===== src/hdl/scfg_defs.svh =====
// constants for the configuration host: timings, mode codes, sizes
`ifndef SCFG_DEFS_SVH
`define SCFG_DEFS_SVH
`define SCFG_CLK_PERIOD_NS   10
`define SCFG_PROG_LOW_NS     300
`define SCFG_PROG_LOW_CYC    ((`SCFG_PROG_LOW_NS + `SCFG_CLK_PERIOD_NS - 1) / `SCFG_CLK_PERIOD_NS)
`define SCFG_CONFIG_CLOCK_HALF_CYC   8
`define SCFG_EXTRA_CLOCKS    64
`define SCFG_MODE_PARALLEL   3'h6
`define SCFG_MODE_SERIAL     3'h7
`define SCFG_FIFO_DEPTH      16
`define SCFG_DATA_W          8
`endif


===== src/hdl/scfg_pkg.sv =====
// types for the configuration host
package scfg_pkg;
  typedef enum logic [2:0] {
    SCFG_IDLE, SCFG_PROG, SCFG_WAIT_INIT, SCFG_SEND, SCFG_STARTUP, SCFG_DONE, SCFG_ERROR
  } scfg_state_t;
  typedef struct packed {
    logic       running;
    logic       done;
    logic       error;
  } scfg_status_t;
  typedef struct packed {
    logic [7:0] data;
    logic       cs_n;
    logic       write_n;
  } scfg_par_t;
endpackage


===== src/hdl/scfg_fifo.sv =====
// small flip-flop fifo with valid/ready on both sides
module scfg_fifo #(
  parameter int WIDTH = 8,
  parameter int DEPTH = 16
) (
  input  wire logic             mclk,
  input  wire logic             rstn,
  input  wire logic [WIDTH-1:0] in_data,
  input  wire logic             in_valid,
  output logic                  in_ready,
  output logic      [WIDTH-1:0] out_data,
  output logic                  out_valid,
  input  wire logic             out_ready
);
  localparam int AW = $clog2(DEPTH);
  logic [WIDTH-1:0] mem_q [DEPTH];
  logic [AW-1:0]    wr_q;
  logic [AW-1:0]    rd_q;
  logic [AW:0]      cnt_q;
  logic [AW:0]      cnt_d;
  logic             push;
  logic             pop;

  assign cnt_d     = cnt_q + (AW+1)'(push) - (AW+1)'(pop);
  assign out_valid = (cnt_q != '0);
  assign out_data  = mem_q[rd_q];
  assign push      = in_valid && in_ready;
  assign pop       = out_valid && out_ready;

  always_ff @(posedge mclk) begin
    if (push) begin
      mem_q[wr_q] <= in_data;
    end
  end

  always_ff @(posedge mclk or negedge rstn) begin
    if (!rstn) begin
      wr_q     <= '0;
      rd_q     <= '0;
      cnt_q    <= '0;
      in_ready <= 1'b1;
    end else begin
      if (push) begin
        wr_q <= wr_q + 1'b1;
      end
      if (pop) begin
        rd_q <= rd_q + 1'b1;
      end
      cnt_q    <= cnt_d;
      // ready from a flop keeps the count compare off the upstream path
      in_ready <= (cnt_d != (AW+1)'(DEPTH));
    end
  end
endmodule


===== src/hdl/scfg_host.sv =====
// configuration host that loads a slave device in parallel or serial mode
// Notes on behaviour
// - program request low for 300 ns or more restarts configuration
// - host keeps program request high, may pulse it low to reprogram
// - parallel chain devices all get the parallel mode code
// - host holds write select low throughout parallel configuration
// - serial mode: data bit set up before rising configuration clock edge
// - host pulses program request, waits init high before data
// - host clocks data until completion high or init low; code stops with an error after 64 start-up clocks without completion
// - host gives extra clocks past the file for start-up
// - host holds mode pins defined when init rises
// - pull-up control low enables pull-ups, constant through configuration
// - host keeps chip select low for the whole parallel load
// - parallel mode: one byte per rising configuration clock edge
// - host holds the byte while busy is high
`include "scfg_defs.svh"
module scfg_host
  import scfg_pkg::*;
(
  input  wire logic                      mclk,
  input  wire logic                      rstn,
  input  wire logic                      start,
  input  wire logic                      serial_mode,
  input  wire logic                      pullup_off,
  input  wire logic [`SCFG_DATA_W-1:0]   s_data,
  input  wire logic                      s_valid,
  output logic                           s_ready,
  input  wire logic                      s_last,
  output logic                           program_request_n,
  output logic                           config_clock,
  output logic [`SCFG_DATA_W-1:0]        cfg_data,
  output logic                           cfg_cs_n,
  output logic                           write_select_n,
  output logic [2:0]                     mode_select,
  output logic                           pullup_disable,
  input  wire logic                      init_n_in,
  output logic                           init_n_out,
  output logic                           init_n_oe,
  input  wire logic                      done_in,
  output logic                           done_out,
  output logic                           done_oe,
  input  wire logic                      busy,
  output scfg_status_t                   status
);
  // ---------------------------------------------------------------
  // pin synchronisers
  // ---------------------------------------------------------------
  logic [1:0] init_sq;
  logic [1:0] done_sq;
  logic [1:0] busy_sq;
  always_ff @(posedge mclk or negedge rstn) begin
    if (!rstn) begin
      init_sq <= 2'h0;
      done_sq <= 2'h0;
      busy_sq <= 2'h0;
    end else begin
      init_sq <= {init_sq[0], init_n_in};
      done_sq <= {done_sq[0], done_in};
      busy_sq <= {busy_sq[0], busy};
    end
  end
  logic init_hi;
  logic done_hi;
  logic busy_hi;
  assign init_hi = init_sq[1];
  assign done_hi = done_sq[1];
  assign busy_hi = busy_sq[1];

  // host never drives the open-drain status pins
  assign init_n_out = 1'b0;
  assign init_n_oe  = 1'b0;
  assign done_out   = 1'b0;
  assign done_oe    = 1'b0;

  // ---------------------------------------------------------------
  // data buffer
  // ---------------------------------------------------------------
  logic [8:0] f_data;
  logic       f_valid;
  logic       f_ready;
  scfg_fifo #(.WIDTH(9), .DEPTH(`SCFG_FIFO_DEPTH)) u_fifo (
    .mclk      (mclk),
    .rstn      (rstn),
    .in_data   ({s_last, s_data}),
    .in_valid  (s_valid),
    .in_ready  (s_ready),
    .out_data  (f_data),
    .out_valid (f_valid),
    .out_ready (f_ready)
  );

  // ---------------------------------------------------------------
  // control state
  // ---------------------------------------------------------------
  scfg_state_t state_q;
  logic [5:0]  prog_cnt_q;
  logic [3:0]  div_q;
  logic        rise;
  logic        fall;
  logic [2:0]  bit_q;
  logic        serial_q;
  logic        last_sent_q;
  logic [6:0]  extra_q;
  logic        have_q;
  logic [7:0]  shift_q;
  logic        init_low_seen_q;

  // clock edges are made at the end of each half period
  assign rise = (div_q == 4'(`SCFG_CONFIG_CLOCK_HALF_CYC - 1)) && !config_clock;
  assign fall = (div_q == 4'(`SCFG_CONFIG_CLOCK_HALF_CYC - 1)) && config_clock;
  // pop a byte when the slot is empty and we are on the low phase
  assign f_ready = (state_q == SCFG_SEND) && !have_q && !last_sent_q && !config_clock;

  always_ff @(posedge mclk or negedge rstn) begin
    if (!rstn) begin
      state_q           <= SCFG_IDLE;
      prog_cnt_q        <= 6'h0;
      program_request_n <= 1'b1;
      serial_q          <= 1'b0;
      extra_q           <= 7'h0;
      init_low_seen_q   <= 1'b0;
    end else begin
      case (state_q)
        SCFG_IDLE, SCFG_DONE, SCFG_ERROR: begin
          if (start) begin
            serial_q          <= serial_mode;
            program_request_n <= 1'b0;
            prog_cnt_q        <= 6'h0;
            init_low_seen_q   <= 1'b0;
            state_q           <= SCFG_PROG;
          end
        end
        SCFG_PROG: begin
          prog_cnt_q <= prog_cnt_q + 6'h1;
          if (prog_cnt_q == 6'(`SCFG_PROG_LOW_CYC)) begin
            program_request_n <= 1'b1;
            state_q           <= SCFG_WAIT_INIT;
          end
        end
        SCFG_WAIT_INIT: begin
          // a stale high from before the pulse must not count: wait for low, then high
          // limitation: a device that never shows init low keeps the host waiting here
          if (!init_hi) begin
            init_low_seen_q <= 1'b1;
          end else if (init_low_seen_q) begin
            state_q <= SCFG_SEND;
          end
        end
        SCFG_SEND: begin
          if (!init_hi) begin
            state_q <= SCFG_ERROR;
          end else if (done_hi) begin
            state_q <= SCFG_DONE;
          end else if (last_sent_q && !have_q) begin
            extra_q <= 7'h0;
            state_q <= SCFG_STARTUP;
          end
        end
        SCFG_STARTUP: begin
          if (!init_hi) begin
            state_q <= SCFG_ERROR;
          end else if (done_hi) begin
            state_q <= SCFG_DONE;
          end else if (rise && extra_q != 7'(`SCFG_EXTRA_CLOCKS)) begin
            extra_q <= extra_q + 7'h1;
          end else if (extra_q == 7'(`SCFG_EXTRA_CLOCKS)) begin
            state_q <= SCFG_ERROR;
          end
        end
        default: state_q <= SCFG_IDLE;
      endcase
    end
  end

  // ---------------------------------------------------------------
  // configuration clock divider, only runs while loading
  // ---------------------------------------------------------------
  always_ff @(posedge mclk or negedge rstn) begin
    if (!rstn) begin
      div_q        <= 4'h0;
      config_clock <= 1'b0;
    end else if (state_q == SCFG_SEND || state_q == SCFG_STARTUP) begin
      if (div_q == 4'(`SCFG_CONFIG_CLOCK_HALF_CYC - 1)) begin
        div_q <= 4'h0;
        // rising edge waits until the byte slot holds data or start-up clocks run
        if (config_clock || have_q || state_q == SCFG_STARTUP) begin
          config_clock <= !config_clock;
        end
      end else begin
        div_q <= div_q + 4'h1;
      end
    end else begin
      div_q        <= 4'h0;
      config_clock <= 1'b0;
    end
  end

  // ---------------------------------------------------------------
  // data path: byte per edge in parallel, msb first bit per edge serial
  // ---------------------------------------------------------------
  always_ff @(posedge mclk or negedge rstn) begin
    if (!rstn) begin
      have_q      <= 1'b0;
      shift_q     <= 8'h00;
      bit_q       <= 3'h0;
      last_sent_q <= 1'b0;
      cfg_data    <= 8'h00;
    end else if (state_q == SCFG_PROG) begin
      have_q      <= 1'b0;
      bit_q       <= 3'h0;
      last_sent_q <= 1'b0;
    end else if (f_valid && f_ready) begin
      have_q      <= 1'b1;
      shift_q     <= f_data[7:0];
      last_sent_q <= f_data[8];
      bit_q       <= 3'h0;
      cfg_data    <= serial_q ? {7'h00, f_data[7]} : f_data[7:0];
    end else if (fall && have_q && !(busy_hi && !serial_q)) begin
      // busy seen after a rise keeps the byte for another cycle
      if (!serial_q || bit_q == 3'h7) begin
        have_q <= 1'b0;
      end else begin
        bit_q    <= bit_q + 3'h1;
        shift_q  <= {shift_q[6:0], 1'b0};
        cfg_data <= {7'h00, shift_q[6]};
      end
    end
  end

  // ---------------------------------------------------------------
  // static pins and status
  // ---------------------------------------------------------------
  always_ff @(posedge mclk or negedge rstn) begin
    if (!rstn) begin
      cfg_cs_n       <= 1'b1;
      write_select_n <= 1'b1;
      mode_select    <= `SCFG_MODE_PARALLEL;
      pullup_disable <= 1'b0;
      status         <= '0;
    end else begin
      if (state_q == SCFG_IDLE || state_q == SCFG_DONE || state_q == SCFG_ERROR) begin
        pullup_disable <= pullup_off;
        // mode pins stay put from program pulse through init rise
        mode_select <= serial_mode ? `SCFG_MODE_SERIAL : `SCFG_MODE_PARALLEL;
      end
      cfg_cs_n       <= !(state_q == SCFG_SEND || state_q == SCFG_STARTUP) || serial_q;
      write_select_n <= !(state_q != SCFG_IDLE) || serial_q;
      status.running <= state_q != SCFG_IDLE && state_q != SCFG_DONE && state_q != SCFG_ERROR;
      status.done    <= state_q == SCFG_DONE;
      status.error   <= state_q == SCFG_ERROR;
    end
  end
endmodule


===== config.mk =====
export PLATFORM = sky130hd
export DESIGN_NAME = scfg_host
export DESIGN_NICKNAME = d
export VERILOG_FILES = /design/src/hdl/scfg_pkg.sv /design/src/hdl/scfg_fifo.sv /design/src/hdl/scfg_host.sv
export VERILOG_INCLUDE_DIRS = /design/src /design/src/hdl
export SDC_FILE = /design/constraint.sdc
export NUM_CORES = 1
export LEC_CHECK = 0
export BUFFER_PORTS_ARGS = -buffer_cell sky130_fd_sc_hd__buf_2
export CELL_PAD_IN_SITES_DETAIL_PLACEMENT = 1
export CELL_PAD_IN_SITES_GLOBAL_PLACEMENT = 2
export CORE_ASPECT_RATIO = 0.9
export CORE_MARGIN = 2
export CORE_UTILIZATION = 30
export DETAILED_ROUTE_END_ITERATION = 7
export PLACE_DENSITY_LB_ADDON = 0.1
export SYNTH_ARGS = -nofsm -noshare
export SYNTH_HDL_FRONTEND = slang
export SYNTH_SLANG_ARGS = --single-unit

===== constraint.sdc =====
create_clock -name mclk -period 4 [get_ports mclk]
set_clock_uncertainty 0.05 [all_clocks]
set_input_delay 0.2 -clock mclk [delete_from_list [all_inputs] [get_ports mclk]]
set_output_delay 0.2 -clock mclk [all_outputs]
set_load 0.02 [all_outputs]

Yosys cells after proc, flatten, opt, wreduce, memory -nomap -nowiden
Memory sizes are Yosys's and may differ from the RTL's.
Cells that the tools add are included.
- bitwise logic cells: 1
- equal/unequal tests: 32
- add/subtract/negate cells: 8
- reduce and logical (&&, ||, !) cells: 50
- mux-type cells: 51
- operator list (cell ; count):
    $mux 7 ; 9
    $mux 3 ; 15
    $mux 8 ; 4
    $ne 2x2->1 const B ; 13
    $mux 1 ; 15
    $pmux 3 s5 ; 1
    $logic_and 1x1->1 ; 14
    $pmux 7 s2 ; 1
    $reduce_and 7->1 ; 2
    $add 4x1->4 const B ; 3
    $eq 3x3->1 const B ; 4
    $ne 4x4->1 const B ; 3
    $pmux 6 s2 ; 1
    $reduce_and 2->1 ; 5
    $reduce_bool 2->1 ; 5
    $reduce_and 3->1 ; 3
    $reduce_bool 3->1 ; 3
    $logic_or 1x1->1 ; 8
    $mux 4 ; 2
    $add 7x1->7 const B ; 1
    $eq 7x7->1 const B ; 1
    $logic_not 1->1 ; 7
    $ne 7x7->1 const B ; 1
    $add 6x1->6 const B ; 1
    17 further kinds ; 20
- register bits: 73
- output and inout bits: 24
- memories: 1
- bits of input ports: 18
- bits in writable memories: 144
- memory list (name ; words ; width ; rd ports ; clocked after Yosys merged registers in ; write ports ; line ; source):
    u_fifo.mem_q ; 16 ; 9 ; 1 ; 0 ; 1 ; scfg_fifo.sv:16 ; logic [WIDTH-1:0] mem_q [DEPTH];

Logic depth before layout (Yosys ltp)
- depth in word-level cells: 7
- mapped depth: 16
- mapped depth without buffers: 15

Cells and area by module
A second synthesis with hierarchy kept.
- cells, all modules: 559
- area, all modules: 9027.4 um^2
- by module, submodules not included (module ; seq. area each (um^2) ; instances ; area an instance (um^2) ; cells each):
    scfg_fifo ; 4675.7 ; 1 ; 6261.0 ; 301
    scfg_host ; 1430.1 ; 1 ; 2766.4 ; 258

Least setup slack after synthesis
No wires, ideal clock.
- kind: reg-to-reg
- from: register state_q[2]
- to: register u_fifo.in_ready
- slack: 1000 ps
- required time: 3867 ps
- stages on the path, launching flop included: 15
- period minus slack after synthesis: 3000 ps
- data arrival time: 2868 ps
- path through: dfrtp_1 nand3b_1 or4_1 nor2_4 buf_2 ha_1 inv_1 ha_1 inv_1 fa_1 inv_1 a21oi_1 o21bai_1 xnor2_1 nand2_1
- word-level cells in the longest chain between the ends: 7
- RTL lines (element ; line ; source):
    start: declaration ; scfg_host.sv:95 ; scfg_state_t state_q;
    start signal: assignment ; scfg_host.sv:116 ; state_q <= SCFG_IDLE;
    start signal: assignment ; scfg_host.sv:130 ; state_q <= SCFG_PROG;
    start signal: assignment ; scfg_host.sv:137 ; state_q <= SCFG_WAIT_INIT;
    $eq 3x2->1 ; scfg_host.sv:112 ; assign f_ready = (state_q == SCFG_SEND) && !have_q && !last_sent_q && !config_clock;
    $logic_and 1x1->1 (3 in series) ; scfg_host.sv:112 ;
    $logic_and 1x1->1 ; scfg_fifo.sv:28 ; assign pop = out_valid && out_ready;
    net u_fifo.pop ; scfg_fifo.sv:22 ; logic pop;
    $sub 5x1->5 ; scfg_fifo.sv:24 ; assign cnt_d = cnt_q + (AW+1)'(push) - (AW+1)'(pop);
    net u_fifo.cnt_d[4] ; scfg_fifo.sv:20 ; logic [AW:0] cnt_d;
    $ne 5x5->1 ; scfg_fifo.sv:51 ; in_ready <= (cnt_d != (AW+1)'(DEPTH));
    end signal: assignment ; scfg_fifo.sv:51 ;
    end: declaration ; scfg_fifo.sv:10 ; output logic in_ready,
The timed path passes the listed nets, and every way through them passes these cells.
A chain may end at the register's enable or synchronous reset.

Final worst setup path
- from: register state_q[1]
- to: register u_fifo.in_ready
- word-level cells in the longest chain between the ends: 7
- RTL lines (element ; line):
    $eq 3x2->1 ; scfg_host.sv:112
    $logic_and 1x1->1 (3 in series) ; scfg_host.sv:112
    $logic_and 1x1->1 ; scfg_fifo.sv:28
    $sub 5x1->5 ; scfg_fifo.sv:24
    net u_fifo.cnt_d[1] ; scfg_fifo.sv:20
    $ne 5x5->1 ; scfg_fifo.sv:51
The timed path passes the listed nets, and every way through them passes these cells.

==> results.tsv <==
metric	value	unit
unrepaired setup endpoints after global routing	no	
TritonRoute pass-1 iters	4	
H-Tree Depth	1	
gate count of the mapped netlist	564	
n_diodes	0	
clock transition at the registers of the reported paths	0.06	ns
Via-to-Cell Ratio	4.735	
asr flop ratio synth	33.02	%
Max Buffers Root-to-Sink	3	
total negative slack	0	ns
ys flop type	edfxtp_1	
r2r setup slk	0.85	ns
Clk pwr share	29.7	%
Max-Cap Viols	0	
Int Power	0.004933	W
Synth Warn #	0	
fillers	3082	
Sw Share	32.06	%
Total Routing Usage GR	13.54	%
Multi-input gate area	2738	µm²
# IOs	42	
initial antenna violation count	0	
Clock Latency Late Sink	0.52	ns
number of synthesized flops with an enable pin	144	
CP Data Required Time	4.40	ns
share of layout cells above drive strength 1	18.43	%
ANT nets after route	0	
CP startpoint kind	flop	
sequential share of power	42.4	%
GP Congestion	0.6996	
post-synthesis register bit count	215	
R2R depth	11	
Slew Limit Fails	0	
Post-CTS Resized	0	
via count of the first global-routing pass	5354	
drt wl/cell	19.91	µm
Distinct cells, synth	57	
pwr/cell area	680.7	nW/µm²
Post-Syn Area	9104	µm²
initial DRC count	221	
port bufs	35	
clock buffer count from CTS	25	
gr ovfl total	0	
fin nets	669	
CP Max Fanout	17	
fmax	317.2	MHz
HP Class	in -> reg	
area delta synth->final	17.17	%
Slew Limit Headroom	38.44	%
first-pass GRT wire length	32.86	mm
top cell type's share of synthesized area	47.50	%
Net Sw Power	0.002327	W
CTS tree	yes	
post-synthesis sequential area ratio	67.07	%
WS Path Type	reg -> reg	
Comb power frac	27.9	%
crit path DAT	3.55	ns
number of post-CTS setup repair buffers	0	
Core Util, Final	35.70	%
Period Utilization, post-route	78.81	%
met3 WL	775	µm
Die H	169.3	µm
Sink Count	215	
drc violations	0	
top sig layer	met4	
post-DP HPWL	14.06	mm
# setup viols final	0	
Rows	60	
r2r startpoint	state_q[1]	
die area	31760	µm²
Setup crit start	state_q[1]	
CP endpoint	u_fifo.in_ready	
Syn Area/Cell	16.14	µm²
initial core utilization	30.47	%
Area contributors post-synth	edfxtp_1, dfrtp_1, mux4_1	
Yosys top cell by area	edfxtp_1	
Root Driver	clkbuf_16	
Setup crit end kind	flop	
minimum clock period	3.152	ns
cts hold-fix bufs	13	
core area	29880	µm²
register area	6107	µm²
outcome	complete, no violations	
die width	187.6	µm
measured slew at the worst slew-check pin	0.9234	ns
peak supply drop	0.3267	mV
Vias	4991	
WHS	0.02022	ns
worst flop-to-flop path endpoint	u_fifo.in_ready	
leakage power	3.945	nW
Met1 Wirelength	9.785	mm
met2 WL	10.00	mm
largest net degree at the start of global routing	72	
Final Hold Violating Endpoints	0	
final wirelength	20.98	mm
## worst max-delay path: stages (launching register included)
cell and delay (ns):
dfrtp_1 0.65, nand3b_1 0.22, or4_1 0.61, nor2_4 0.13, ha_1 0.23, inv_1 0.06, ha_1 0.16, inv_1 0.05
fa_1 0.48, inv_1 0.06, nor4_1 0.29, nand2_1 0.09
## metrics by stage
stage	cell area [µm²]	total power, W	setup slack [ns]	std cells
floorplan	9119	0.004503	0.9995	568
global placement	9767	0.005141	0.8898	995
detailed placement	9767	0.005203	0.8026	995
CTS	10670	0.007410	0.8016	1054
global route	10670	0.007698	0.5457	1054
finish	10670	0.007261	0.8478	1054
## how the worst min path moves through the flow
stage	start	to	slack, ns	cells after the start
after floorplan	rstn	bit_q[0]	-0.15	0
after global placement	init_n_in	init_sq[0]	0.26	1
after detailed placement	init_n_in	init_sq[0]	0.26	1
after CTS	s_data[2]	u_fifo.mem_q[9][2]	0.007	1
after global routing	s_data[2]	u_fifo.mem_q[11][2]	0.02	1
final	s_data[2]	u_fifo.mem_q[9][2]	0.02	1
## power by group through the flow
stage	Combinational [W]	Clock, W	Sequential [W]
4_1_cts	0.00209	0.00223	0.00309
5_1_grt	0.00225	0.00231	0.00314
2_1_floorplan	0.00149	0	0.00301
3_3_place_gp	0.00203	0	0.00311
6_report	0.00203	0.00215	0.00308
3_5_place_dp	0.00207	0	0.00313
## kinds of logic after synthesis
| group | share of synthesized area [%] |
|---|---|
| DFF | 67.07 |
| other | 0.08249 |
| xor gates and xnor gates | 1.347 |
| muxes | 14.10 |
| buffers and inverters | 3.024 |
| and+or+nand+nor | 6.748 |
| adders and majority gates | 2.694 |
| AOI/OAI and AO/OA | 4.934 |
## cell usage after synthesis, types with 12 or more instances
library cell and instances:
edfxtp_1 144, dfrtp_1 67, nand2_1 32, o21ai_0 32, mux2i_1 27, mux4_1 24, inv_1 22, nor2_1 21
ha_1 18, a21oi_1 15, mux4_2 15, nor3_1 12
## flip-flops by register name (all words and copies together) (netlist names), 2 cells and up
register / cells
u_fifo.rd_q: 4
state_q: 3
u_fifo.wr_q: 4
status: 3
u_fifo.mem_q: 144
done_sq: 2
div_q: 4
cfg_data: 8
prog_cnt_q: 6
bit_q: 3
init_sq: 2
extra_q: 7
u_fifo.cnt_q: 5
busy_sq: 2
shift_q: 7
## placed cells by master, fill, tap and decap left out, drive strengths merged, types with 9 or more instances in the layout
| cell | instances |
|---|---|
| nor3 | 13 |
| o21ai | 32 |
| clkbuf | 34 |
| edfxtp | 144 |
| a21oi | 15 |
| mux4 | 39 |
| mux2i | 27 |
| dlygate4sd3 | 13 |
| inv | 23 |
| buf | 56 |
| xnor2 | 9 |
| nand2 | 32 |
| nor2 | 23 |
| nand3 | 9 |
| ha | 18 |
| dfrtp | 67 |
## metal layers
layer | up-vias | global-route usage (%)
met5 | - | 0
li1 | 2287 | -
met2 | 80 | 22.87
met3 | 28 | 2.109
met1 | 2596 | 18.38
met4 | 0 | 3.321
## layout make-up
cell class	count	area share, %
Tap cell	403	4.727
Clock buffer	34	6.182
Timing Repair Buffer	69	4.364
Clock inverter	12	1.032
Multi-Input combinational cell	299	25.67
Inverter	22	0.7742
Sequential cell	215	57.26
(Power assumes the default switching activity.)
